File: src/hw/msld_pkg.sv
/*
 * constants for the module status indicator driver.
 * assumes a 25 MHz system clock.
 */
package msld_pkg;
   // ************************************************
   // timing
   // ************************************************
   localparam int unsigned CLK_HZ = 25000000;
   localparam int unsigned TEST_PHASE_MS = 250;
   localparam int unsigned TEST_PHASE_CYC = (CLK_HZ / 1000) * TEST_PHASE_MS;
   localparam int unsigned FLASH_HALF_MS = 500;
   localparam int unsigned FLASH_HALF_CYC = (CLK_HZ / 1000) * FLASH_HALF_MS;
   localparam int unsigned CNT_W = 24;
   // ************************************************
   // display patterns
   // ************************************************
   typedef enum logic [5:0] {
      MSLD_OFF = 6'h01,
      MSLD_GREEN = 6'h02,
      MSLD_FLASH_GREEN = 6'h04,
      MSLD_FLASH_RED = 6'h08,
      MSLD_RED = 6'h10,
      MSLD_TEST = 6'h20
   } msld_pattern_type;
   // ************************************************
   // self-test sequence states
   // ************************************************
   typedef enum logic [3:0] {
      MSLD_ST_GREEN1 = 4'h1,
      MSLD_ST_RED = 4'h2,
      MSLD_ST_GREEN2 = 4'h4,
      MSLD_ST_DONE = 4'h8
   } msld_test_state_type;
endpackage

File: src/hw/msld_if.sv
/*
 * carrier between the driver and its period timer.
 * assumes one clock domain.
 */
`timescale 1ns/1ns
`default_nettype none
interface msld_if;
   logic restart;
   logic expired;
   modport ctrl (output restart, input expired);
   modport timer (input restart, output expired);
endinterface
`default_nettype wire

File: src/hw/msld_top.sv
/*
 * module status indicator driver: maps device condition inputs onto
 * a bi-colour red/green indicator, with a power-up test sequence.
 * assumes status inputs are synchronous to sys_clk and held as levels.
 */
// Function
// - operational status gives steady green, red off.
// - unconfigured standby gives flashing green.
// - recoverable fault, including bad configuration, gives flashing red.
// - unrecoverable fault gives steady red.
// - self-test shows green 0.25 s, red 0.25 s, then green until done.
// - module test runs before or with any network indicator test.
// - several network indicator tests may run in turn or together.
// - after the test completes, show the current normal pattern.
// - single bi-colour element; each pattern selects red, green or none.
`timescale 1ns/1ns
`default_nettype none
module msld_top #(
   parameter int unsigned TEST_CYC = msld_pkg::TEST_PHASE_CYC,
   parameter int unsigned FLASH_CYC = msld_pkg::FLASH_HALF_CYC
) (
   // clock and reset
   input wire logic sys_clk,
   input wire logic rst,
   // device condition
   input wire logic selftest_active,
   input wire logic stat_operational,
   input wire logic stat_standby,
   input wire logic fault_recoverable,
   input wire logic fault_unrecoverable,
   // network indicator test release
   output logic net_test_enable,
   // indicator drive
   output logic led_red,
   output logic led_green
);
   // ************************************************
   // timers
   // ************************************************
   msld_if test_if ();
   msld_if flash_if ();
   msld_timer #(.PERIOD(TEST_CYC)) u_test_timer (
      .sys_clk(sys_clk),
      .rst(rst),
      .tif(test_if.timer)
   );
   msld_timer #(.PERIOD(FLASH_CYC)) u_flash_timer (
      .sys_clk(sys_clk),
      .rst(rst),
      .tif(flash_if.timer)
   );
   // ************************************************
   // self-test sequence
   // ************************************************
   msld_pkg::msld_test_state_type st_reg;
   msld_pkg::msld_test_state_type st_next;
   logic test_prev_reg;
   logic test_start;
   assign test_start = selftest_active && !test_prev_reg;
   assign test_if.restart = test_start;
   always_comb begin
      st_next = st_reg;
      if (test_start) begin
         st_next = msld_pkg::MSLD_ST_GREEN1;
      end else begin
         case (st_reg)
            msld_pkg::MSLD_ST_GREEN1: begin
               if (test_if.expired) begin
                  st_next = msld_pkg::MSLD_ST_RED;
               end
            end
            msld_pkg::MSLD_ST_RED: begin
               if (test_if.expired) begin
                  st_next = msld_pkg::MSLD_ST_GREEN2;
               end
            end
            msld_pkg::MSLD_ST_GREEN2: begin
               if (!selftest_active) begin
                  st_next = msld_pkg::MSLD_ST_DONE;
               end
            end
            msld_pkg::MSLD_ST_DONE: begin
               st_next = msld_pkg::MSLD_ST_DONE;
            end
            default: begin
               st_next = msld_pkg::MSLD_ST_DONE;
            end
         endcase
      end
   end
   always_ff @(posedge sys_clk or posedge rst) begin
      if (rst) begin
         st_reg <= msld_pkg::MSLD_ST_DONE;
         test_prev_reg <= 1'b0;
      end else begin
         st_reg <= st_next;
         test_prev_reg <= selftest_active;
      end
   end
   // network tests start only once ours has begun (same cycle allowed)
   // each network indicator may then run in turn or together
   assign net_test_enable = selftest_active;
   // ************************************************
   // flashing phase
   // ************************************************
   logic phase_reg;
   assign flash_if.restart = 1'b0;
   always_ff @(posedge sys_clk or posedge rst) begin
      if (rst) begin
         phase_reg <= 1'b0;
      end else if (flash_if.expired) begin
         phase_reg <= !phase_reg;
      end
   end
   // ************************************************
   // pattern select
   // ************************************************
   msld_pkg::msld_pattern_type pat;
   wire logic in_test = selftest_active || (st_reg != msld_pkg::MSLD_ST_DONE);
   // status inputs are held levels from the host
   assign pat = msld_pkg::msld_pattern_type'(in_test ? msld_pkg::MSLD_TEST :
                fault_unrecoverable ? msld_pkg::MSLD_RED :
                fault_recoverable ? msld_pkg::MSLD_FLASH_RED :
                stat_standby ? msld_pkg::MSLD_FLASH_GREEN :
                stat_operational ? msld_pkg::MSLD_GREEN :
                msld_pkg::MSLD_OFF);
   logic red_next;
   logic green_next;
   wire logic test_red = (st_reg == msld_pkg::MSLD_ST_RED) && !test_start;
   always_comb begin
      red_next = 1'b0;
      green_next = 1'b0;
      case (pat)
         msld_pkg::MSLD_TEST: begin
            red_next = test_red;
            green_next = !test_red;
         end
         msld_pkg::MSLD_RED: red_next = 1'b1;
         msld_pkg::MSLD_FLASH_RED: red_next = phase_reg;
         msld_pkg::MSLD_FLASH_GREEN: green_next = phase_reg;
         msld_pkg::MSLD_GREEN: green_next = 1'b1;
         default: begin
            red_next = 1'b0;
            green_next = 1'b0;
         end
      endcase
   end
   always_ff @(posedge sys_clk or posedge rst) begin
      if (rst) begin
         led_red <= 1'b0;
         led_green <= 1'b0;
      end else begin
         led_red <= red_next;
         led_green <= green_next;
      end
   end
   // ************************************************
   // checks
   // ************************************************
   single_colour_a: assert property (@(posedge sys_clk) disable iff (rst)
      !(led_red && led_green)) else $error("both colours driven");
   steady_green_a: assert property (@(posedge sys_clk) disable iff (rst)
      (pat == msld_pkg::MSLD_GREEN) |=> led_green && !led_red)
      else $error("operational not steady green");
   steady_red_a: assert property (@(posedge sys_clk) disable iff (rst)
      (pat == msld_pkg::MSLD_RED) |=> led_red && !led_green)
      else $error("unrecoverable fault not steady red");
   flash_green_a: assert property (@(posedge sys_clk) disable iff (rst)
      (pat == msld_pkg::MSLD_FLASH_GREEN) |=> !led_red && (led_green == $past(phase_reg)))
      else $error("standby not flashing green");
   flash_red_a: assert property (@(posedge sys_clk) disable iff (rst)
      (pat == msld_pkg::MSLD_FLASH_RED) |=> !led_green && (led_red == $past(phase_reg)))
      else $error("recoverable fault not flashing red");
   phase_toggle_a: assert property (@(posedge sys_clk) disable iff (rst)
      flash_if.expired |=> phase_reg != $past(phase_reg))
      else $error("flash phase did not toggle");
   test_first_a: assert property (@(posedge sys_clk) disable iff (rst)
      test_start |=> (st_reg == msld_pkg::MSLD_ST_GREEN1) ##1 led_green)
      else $error("self-test does not open green");
   test_order_a: assert property (@(posedge sys_clk) disable iff (rst)
      (selftest_active && !test_red) |=> led_green && !led_red)
      else $error("self-test not first in priority");
   net_after_a: assert property (@(posedge sys_clk) disable iff (rst)
      net_test_enable |-> (test_start || (st_reg != msld_pkg::MSLD_ST_DONE)))
      else $error("network test ahead of module test");
   test_exit_a: assert property (@(posedge sys_clk) disable iff (rst)
      (st_reg == msld_pkg::MSLD_ST_GREEN2 && !selftest_active) |=>
      (st_reg == msld_pkg::MSLD_ST_DONE)) else $error("test not left on completion");
endmodule
`default_nettype wire

File: src/hw/msld_timer.sv
/*
 * reloadable period timer: pulses expired every PERIOD cycles.
 * assumes restart is a one-cycle pulse from the controller.
 */
`timescale 1ns/1ns
`default_nettype none
module msld_timer #(
   parameter int unsigned PERIOD = msld_pkg::FLASH_HALF_CYC
) (
   // clock and reset
   input wire logic sys_clk,
   input wire logic rst,
   // control
   msld_if.timer tif
);
   localparam logic [msld_pkg::CNT_W-1:0] LAST = msld_pkg::CNT_W'(PERIOD - 1);
   logic [msld_pkg::CNT_W-1:0] cnt_reg;
   logic [msld_pkg::CNT_W-1:0] cnt_next;
   assign tif.expired = (cnt_reg == LAST);
   assign cnt_next = (tif.restart || tif.expired) ? '0 : cnt_reg + 1'b1;
   always_ff @(posedge sys_clk or posedge rst) begin
      if (rst) begin
         cnt_reg <= '0;
      end else begin
         cnt_reg <= cnt_next;
      end
   end
   period_bound_a: assert property (@(posedge sys_clk) disable iff (rst)
      cnt_reg <= LAST) else $error("timer count beyond period");
endmodule
`default_nettype wire

File: config.mk
export PLATFORM = sky130hd
export DESIGN_NAME = msld_top
export DESIGN_NICKNAME = d
export VERILOG_FILES = /design/src/hw/msld_pkg.sv /design/src/hw/msld_if.sv /design/src/hw/msld_top.sv /design/src/hw/msld_timer.sv
export SDC_FILE = /design/constraint.sdc
export NUM_CORES = 1
export LEC_CHECK = 0
export BUFFER_PORTS_ARGS = -buffer_cell sky130_fd_sc_hd__buf_2
export CAP_MARGIN = 10
export CORE_MARGIN = 2
export CORE_UTILIZATION = 61
export DETAILED_ROUTE_END_ITERATION = 10
export GPL_TIMING_DRIVEN = 0
export PLACE_DENSITY = 0.83
export SYNTH_ARGS = -nofsm -noshare
export SYNTH_HDL_FRONTEND = slang
export SYNTH_HIERARCHICAL = 1
export SYNTH_SLANG_ARGS = --single-unit
File: constraint.sdc
create_clock -name sys_clk -period 2.5 [get_ports sys_clk]
set_input_delay 0.5 -clock sys_clk [delete_from_list [all_inputs] [get_ports sys_clk]]
set_output_delay 0.5 -clock sys_clk [all_outputs]
set_load 0.05 [all_outputs]
# --- After elaboration in Yosys (flattened, before gate mapping) ---
# Index checks and enable logic that the tools add are counted.
classes:
  addsub: 2
  n_mul: 0
  n_div: 0
  order_cmp: 0
  n_eq_ne: 14
  shift: 0
  muxes: 14
  bitwise: 0
  reduce_logical: 9
ops:
  columns: ["operator", "count"]
  rows:
  - ["adder 24 x 1 -> 24 bit, second input constant", 2]
  - ["2-to-1 mux 24 bit", 2]
  - ["== test 24 x 23 -> 1 bit, second input constant", 1]
  - ["== test 24 bit, second input constant", 1]
  - ["2-to-1 mux 4 bit", 5]
  - ["case mux 4 bit (3 select lines)", 1]
  - ["== test 6 x 2 -> 1 bit, second input constant", 1]
  - ["== test 6 x 3 -> 1 bit, second input constant", 1]
  - ["== test 6 x 4 -> 1 bit, second input constant", 1]
  - ["== test 6 x 5 -> 1 bit, second input constant", 1]
  - ["== test 6 bit, second input constant", 1]
  - ["2-to-1 mux 6 bit", 1]
  - ["!= test 3 x 2 -> 1 bit, second input constant", 2]
  - ["case mux 1 bit (3 select lines)", 2]
  - ["2-to-1 mux 5 bit", 1]
  - ["== test 4 x 1 -> 1 bit, second input constant", 1]
  - ["== test 4 x 2 -> 1 bit, second input constant", 1]
  - ["== test 4 x 3 -> 1 bit, second input constant", 1]
  - ["zero test 1 bit", 4]
  - ["!= test 4 bit, second input constant", 1]
  - ["2-to-1 mux 3 bit", 1]
  - ["!= test 3 bit, second input constant", 1]
  - ["AND reduction 3 bit", 1]
  - ["logical AND 1 bit", 2]
  - ["other kinds (2)", 3]
totals:
  reg_bits: 56
  latchBits: 0
  mem_bits_rw: 0
  rom_bits: 0
  inputBits: 7
  output_inout_bits: 3
  mem_count: 0

# --- Depth between registers and ports, before layout ---
# Gate-level depths: netlist of the first run.
logic_depth:
  depth_word: 7
  ltp_mapped: 7
  mapped_depth_nobuf: 7

# --- Modules after synthesis ---
# Netlist of the first run, hierarchy kept.
by_module_without_submodules:
  columns: ["module", "n_inst", "cells_per_inst", "area_per_inst_um2"]
  rows:
  - ["msld_timer (u_flash_timer)", 1, 132, 1293.7]
  - ["msld_timer (u_test_timer)", 1, 132, 1244.9]
  - ["msld_top", 1, 39, 436.7]

# --- Worst setup path before layout of the first run ---
# OpenSTA, ideal clock, no wires.
synth_timing:
  path_kind: "reg-to-reg"
  start: "register u_test_timer/cnt_reg[6] in the netlist's numbering"
  end: "register u_test_timer/cnt_reg[3] in the netlist's numbering"
  setup_time_ns: 0.132
  t_arrival_ns: 1.839
  required_ns: 2.368
  setup_slack_ns: 0.529
  stages_incl_launch_ff: 5
  n_path_buf: 1
  path_cell_list: "dfrtp_1 > or4_2 > o31ai_1 > clkbuf_1 > nor2_1"
synth_via:
  elab_chain_len: 3
synth_rtl:
  columns: ["item", "line", "text"]
  rows:
  - ["start: declaration", "msld_timer.sv:17", "logic [msld_pkg::CNT_W-1:0] cnt_reg;"]
  - ["start signal: assignment", "msld_timer.sv:25", "cnt_reg <= cnt_next;"]
  - ["== test 24 x 23 -> 1 bit", "msld_timer.sv:19", "assign tif.expired = (cnt_reg == LAST);"]
  - ["logical OR 1 bit", "msld_timer.sv:20", "assign cnt_next = (tif.restart || tif.expired) ? '0 : cnt_reg + 1'b1;"]
  - ["2-to-1 mux 24 bit", "msld_timer.sv:20", null]
  - ["named net u_test_timer.cnt_next, one bit", "msld_timer.sv:18", "logic [msld_pkg::CNT_W-1:0] cnt_next;"]
# The timed path passes the listed nets, and every way through them passes these cells.
# A chain may end at the register's enable or synchronous reset.

# --- Final worst setup path of the first run ---
layout_timing:
  start: "register u_test_timer/cnt_reg[0] in the netlist's numbering"
  end: "register u_test_timer/cnt_reg[4] in the netlist's numbering"
layout_via:
  elab_chain_len: 3
  elab_cells_between_ends: 4
  cone_classes: "add/sub: 1; eq/ne: 1; mux: 1; reduce/logical: 1"
layout_rtl:
  columns: ["item", "line"]
  rows:
  - ["parallel branches: the longest is 2 deep, another holds adder 24 x 1 -> 24 bit", null]
  - ["2-to-1 mux 24 bit *", "msld_timer.sv:20"]
  - ["named net u_test_timer.cnt_next, one bit", "msld_timer.sv:18"]
# Mark *: on every way through the listed nets, which the timed path passes.

==> results by group, run 1 <==
Worst setup path
  – WP data arrival: 2410 ps
  – Crit. Startpoint: u_test_timer/cnt_reg[0]
  – R2r startpoint: u_test_timer/cnt_reg[0]
  – CP max FO: 10
  – Crit path kind: flip-flop to flip-flop
  – Critical Path RT: 2670 ps
  – Critical Path Start Type: flip-flop
  – Worst setup EP type: flip-flop

STA
  – Worst-Margin Slew: 925 ps
  – Final Skew: 8.30 ps
  – Worst rel slew slack: 0.383
  – Final setup viols: 0
  – RSZ-0062 raised after global routing: false
  – Setup TNS: 0 ps
  – Tmin final: 2240 ps
  – Final Max Tran Viols: 0
  – Final hold violations: 0
  – Period utilisation layout: 0.896
  – Max Fclk: 446 MHz

Route
  – DR WL/cell: 14.0 um
  – Drt via density: 5.83
  – Vias: approximately 2300
  – Drt first pass iters: 4
  – DRT iter0 DRCs: between 200 and 250
  – WL final: about 5.4 mm
  – # DRC: 0
  – Post-DRT Antenna Nets: 0

Power and ir drop
  – Power Density: 503 nW/um^2
  – Leak: 1.29 nW
  – Switching part of the total: 0.245
  – Net Switching: 0.000394 W
  – Gate power share: 0.085
  – Power consumption: 0.00161 W
  – Sequential Power Share: 0.606
  – Maximum vdd drop: between 0.2 and 0.3 mV
  – Int Power: 0.00122 W
  – Clock group share of total power: 0.309

Placed design
  – IO buf count: 9
  – Dpl cells: 380
  – Routability cong.: 0.831
  – HPWL Detailed: between 3 and 4 mm

Final layout
  – FILL cells: 359
  – P&R area growth vs syn: 7.65%
  – ANT cells: 0
  – Multi-input combinational cell area: ~1400 sq um
  – Nets: 329
  – Register area: 1400 sq um
  – Layout cell share with drive strength beyond 1: 0.150
  – Most common cell after layout, fill and taps aside: dfrtp_1
  – Commonest cells after routing, fill and taps aside: dfrtp_1 (55), nor2_1 (35), nand2_1 (19), xnor2_1 (16), a21oi_1 (16)
  – Final cell count without fillers: about 390

Floorplan
  – Die Footprint: 5450 sq um
  – Die Y: 73.8 um
  – IO Pins: 10
  – Row cnt: 25
  – Starting Density: 0.630
  – Core area: 4720 sq um
  – Chip Width: 73.8 um

Min path
  – Hold WC Path Type: input pin to asynchronous set/reset pin

Clocking
  – Hold_buf cts: 0
  – CTS sink count: 56
  – Clock Latency Late Sink: 310 ps
  – Post-CTS resize count: 0
  – Max Root-Sink Buffers: 2
  – CTS Buf Count: 5
  – Clock root cell: clkbuf_8
  – Post-CTS Setup Bufs: 0
  – CTS tree: built
  – Clk slew on worst S/H paths: around 100 ps
  – H-tree Lvls: 2

Outcome
  – Status: finished clean

Global route
  – Grt met3 use: 0.0398
  – All-layer global routing usage: 0.227
  – Largest net degree at the start of global routing: 25
  – M2 GR Usage: 0.337
  – First-pass GRT wire length: 9.56 mm
  – Vias in the first global route: 2093
  – Global route overflow: 0
  – Initial antenna violation count: 0
  – Grt met1 use: 0.330
  – Layer carrying the most global-route usage: met2

Logic synthesis
  – Netlist Area Pre-Place: roughly 3000 sq um
  – Cells after Synth: ~300
  – Synthesized area per cell: between 9 and 10 sq um
  – Seq/Total Area, Yosys: 0.471
  – Distinct cells, synth: 52
  – Synth Register Bits: 56
  – Top cells by area, synth: dfrtp_1 (46%), xnor2_1 (4.7%), nor2_1 (4.4%), o31ai_1 (3.5%), xor2_1 (3.5%)
  – Ys flop type: dfrtp_1
  – Number of synthesized flops with an enable pin: 0
  – Ys Warns: 6
  – Share of the synthesized area in the top cell type: 0.463
  – Share of synthesized flip-flops with an asynchronous set or reset: 1.00
  – Cell taking the most area after synthesis: dfrtp_1

Run
  – Total of max-cap violations: 0
==> cell families (layout without fill, tap and decap cells) <==
| group | Yosys count | count (layout) | synth area share |
|---|---|---|---|
| simple gates | 143 | 143 | 0.283 |
| flops | 56 | 56 | 0.471 |
| compound gates | 47 | 47 | 0.104 |
| xor+xnor | 28 | 28 | 0.0824 |
| buf+inv | 25 | 42 | 0.0467 |
| fa+ha+maj | 2 | 2 | 0.00841 |
| other cells | 1 | 2 | 0.00126 |
| mux | 1 | 1 | 0.00336 |
==> power groups by stage <==
stage	clock network (W)	registers, W	logic (W)
floorplan	0	0.000995	0.0000972
global placement	0	0.000991	0.000133
detailed placement	0	0.000993	0.000139
CTS	0.000515	0.000976	0.000139
global route	0.000553	0.000983	0.000159
finish	0.000498	0.000976	0.000137
==> worst max-delay path, cell delays in order (launching register included) <==
cell and delay (ps):
dfrtp_1 400, ha_1 220, and3_1 250, nand2_1 230
o31ai_2 440, clkbuf_1 460, nor2_1 100
==> metrics by stage <==
stage	hold WS, ps	worst slack (ps)	area [sq um]	utilization
finish	139	260	3200	0.678
global route	160	48.0	3200	0.678
CTS	142	126	3200	0.677
detailed placement	480	135	3110	0.658
global placement	470	157	3110	0.658
floorplan	315	529	2980	-
==> metal layers <==
layer  up-vias  part of all wire
li1       1126                 -
met1      1095              0.51
met2        34              0.45
met3         7             0.029
met4         0             0.015
met5         -                 0
==> final cells by class <==
class	instances	area share
plain buffers	13	0.0293
inverters	12	0.0141
multi-input cells	223	0.450
flip-flops and latches	56	0.438
clock buffers	8	0.0281
repair buffers	9	0.0141
well taps	67	0.0262
==> path summary, 6_finish.rpt <==
kind / to / slack, ps / cells past startpoint
max: u_test_timer/cnt_reg[4] / 260 / 6
min: st_reg[1] / 140 / 2
max reg2reg: u_test_timer/cnt_reg[4] / 260 / 6
min reg2reg: u_test_timer/cnt_reg[0] / 490 / 1
max in group asynchronous: u_test_timer/cnt_reg[3] / 1530 / 2
min in group sys_clk: test_prev_reg / 380 / 1
==> Yosys cell counts, drive strengths merged, types with 2 or more instances <==
cell and instances:
nor4b 2, nor2 35, xor2 12, and4 5, nor4 6, nand3 14
o31ai 14, or3 8, clkbuf 4, buf 9, nor3 5, inv 12
nand4 14, xnor2 16, o21ai 8, and3b 2, and3 6, nand2b 2
nand3b 2, nand2 19, a21oi 19, or4 17, dfrtp 55, ha 2
(Power assumes the default switching activity.)
==> run 2: changes to the inputs <==
CELL_PAD_IN_SITES_DETAIL_PLACEMENT = 0   (was default)
CELL_PAD_IN_SITES_GLOBAL_PLACEMENT = 1   (was default)
CORE_UTILIZATION = 49   (was 61)
==> run 2 against run 1 <==
Net effect:
- critical path depth stayed put
- first-iteration DRC count is 39% lower
- via count is 1.9% higher
- clock skew is 2.5 ps higher
- cell count is 2.1% higher
- non-clock buffer count stayed put
- routed wire length is 5.7% higher
- die area is 23% higher
- global-route usage is 3.7 points lower
- largest power group unchanged
- highest routed layer unchanged
==> results by group, run 2 (synthesized netlist as in run 1, its figures left out) <==
Outcome
  – Status: finished clean

Clocking
  – CTS sink count: 56
  – CTS Buf Count: 5
  – Post-CTS Setup Bufs: 0
  – Max Root-Sink Buffers: 2
  – H-tree Lvls: 2
  – Hold_buf cts: 0
  – Post-CTS resize count: 0
  – CTS tree: built
  – Clk slew on worst S/H paths: 100 ps
  – Clock root cell: clkbuf_8
  – Clock Latency Late Sink: 310 ps

Worst setup path
  – R2r startpoint: u_test_timer/cnt_reg[0]
  – CP delay by family, top: simple AND/OR/NAND/NOR gates
  – Worst setup EP type: flip-flop
  – Critical Path RT: around 2700 ps
  – Critical Path Start Type: flip-flop
  – CP bufs+invs: 0
  – Critical path's slowest cell: dfrtp_1
  – Crit path kind: flip-flop to flip-flop
  – Critical-path cell list: ha_1, and3_1, nand2_1, nor3_1, or3b_1, a2111oi_2
  – WP data arrival: 2380 ps
  – CP max FO: 9
  – Reg2reg end: st_reg[1]
  – Max incr delay on CP: ~410 ps
  – R2R Setup Slk: approximately 320 ps
  – R2R cell count: 6

Power and ir drop
  – Gate power share: 0.085
  – Int Power: 0.00122 W
  – Leak: approximately 1.3 nW
  – Switching part of the total: 0.248
  – Net Switching: roughly 0.0004 W
  – Maximum vdd drop: 0.263 mV
  – Sequential Power Share: 0.603
  – Power consumption: 0.00162 W
  – Power Density: 503 nW/um^2
  – Clock group share of total power: 0.312

STA
  – Period utilisation layout: 0.874
  – Tmin final: 2180 ps
  – Worst rel slew slack: 0.368
  – Final Skew: 10.8 ps
  – Final setup viols: 0
  – RSZ-0062 raised after global routing: false
  – Max Fclk: 458 MHz
  – Worst-Margin Slew: 947 ps
  – Setup TNS: 0 ps
  – Final Max Tran Viols: 0
  – Final hold violations: 0

Final layout
  – Nets: 329
  – Layout cell share with drive strength beyond 1: 0.156
  – Commonest cells after routing, fill and taps aside: dfrtp_1 (55), nor2_1 (35), nand2_1 (19), xnor2_1 (16), a21oi_1 (16)
  – ANT cells: 0
  – Most common cell after layout, fill and taps aside: dfrtp_1
  – FILL cells: 544
  – P&R area growth vs syn: 8.07%

Floorplan
  – Starting Density: 0.506
  – Die Y: 81.9 um
  – IO Pins: 10
  – Core area: 5890 sq um
  – Chip Width: 81.9 um
  – Row cnt: 28
  – Die Footprint: 6710 sq um

Route
  – Drt via density: 5.82
  – WL final: 5.72 mm
  – Vias: approximately 2300
  – # DRC: 0
  – Post-DRT Antenna Nets: 0
  – DRT iter0 DRCs: 124
  – DR WL/cell: 14.5 um
  – Drt first pass iters: 4

Placed design
  – HPWL Detailed: 4.00 mm
  – IO buf count: 9
  – Routability cong.: 0.796

Global route
  – Largest net degree at the start of global routing: 25
  – First-pass GRT wire length: slightly below 10 mm
  – Global route overflow: 0
  – All-layer global routing usage: 0.190
  – Vias in the first global route: 2087
  – Initial antenna violation count: 0

Run
  – Total of max-cap violations: 0

Min path
  – Hold WC Path Type: input pin to asynchronous set/reset pin
-- run 2: cell count changes in the layout (fill, tap and decap cells not counted) --
cell / previous run / this run
clkbuf_1: 5 / 3
clkbuf_2: 1 / 3
-- run 2: power groups by stage --
stage	Sequential, W	Clock [W]	Combinational [W]
finish	0.000976	0.000505	0.000138
global route	0.000982	0.000560	0.000161
CTS	0.000975	0.000526	0.000139
detailed placement	0.000992	0	0.000138
global placement	0.000992	0	0.000136
floorplan	0.000995	0	0.0000972
-- run 2: metal layers --
| metal | GRT usage | vias up | share of wire |
|---|---|---|---|
| met5 | 0 | - | 0 |
| met1 | 0.282 | 1118 | 0.52 |
| met3 | 0.0374 | 7 | 0.037 |
| li1 | - | 1138 | - |
| met4 | 0.0517 | 0 | 0.010 |
| met2 | 0.283 | 43 | 0.44 |
-- run 2: metrics by stage --
step                setup slack, ps  cell area, sq um  hold slack, ps  utilization  std cells
finish                          315              3220             137        0.546        396
global route                    138              3220             161        0.546        396
floorplan                       529              2980             315            -        304
CTS                            26.8              3210             142        0.545        396
detailed placement              130              3120             471        0.530        388
global placement                136              3120             466        0.530        388
-- run 2: how the worst max path moves through the flow --
stage	start	endpoint	slack, ps	depth (start not counted)
2_1_floorplan	u_test_timer/cnt_reg[6]	u_test_timer/cnt_reg[3]	530	4
3_3_place_gp	u_test_timer/cnt_reg[0]	u_test_timer/cnt_reg[5]	140	6
3_5_place_dp	u_test_timer/cnt_reg[15]	u_test_timer/cnt_reg[21]	130	4
4_1_cts	u_test_timer/cnt_reg[6]	u_test_timer/cnt_reg[21]	30	4
5_1_grt	u_test_timer/cnt_reg[13]	st_reg[1]	140	5
6_report	u_test_timer/cnt_reg[0]	st_reg[1]	320	6
-- run 2: final cells by class --
class	instances	area [sq um]	share of cell area
repair buffers	9	45.0	0.0140
clock buffers	8	90.1	0.0280
multi-input cells	223	1440	0.449
well taps	75	93.8	0.0292
inverters	12	45.0	0.0140
plain buffers	13	96.3	0.0300
flip-flops and latches	56	1400	0.436
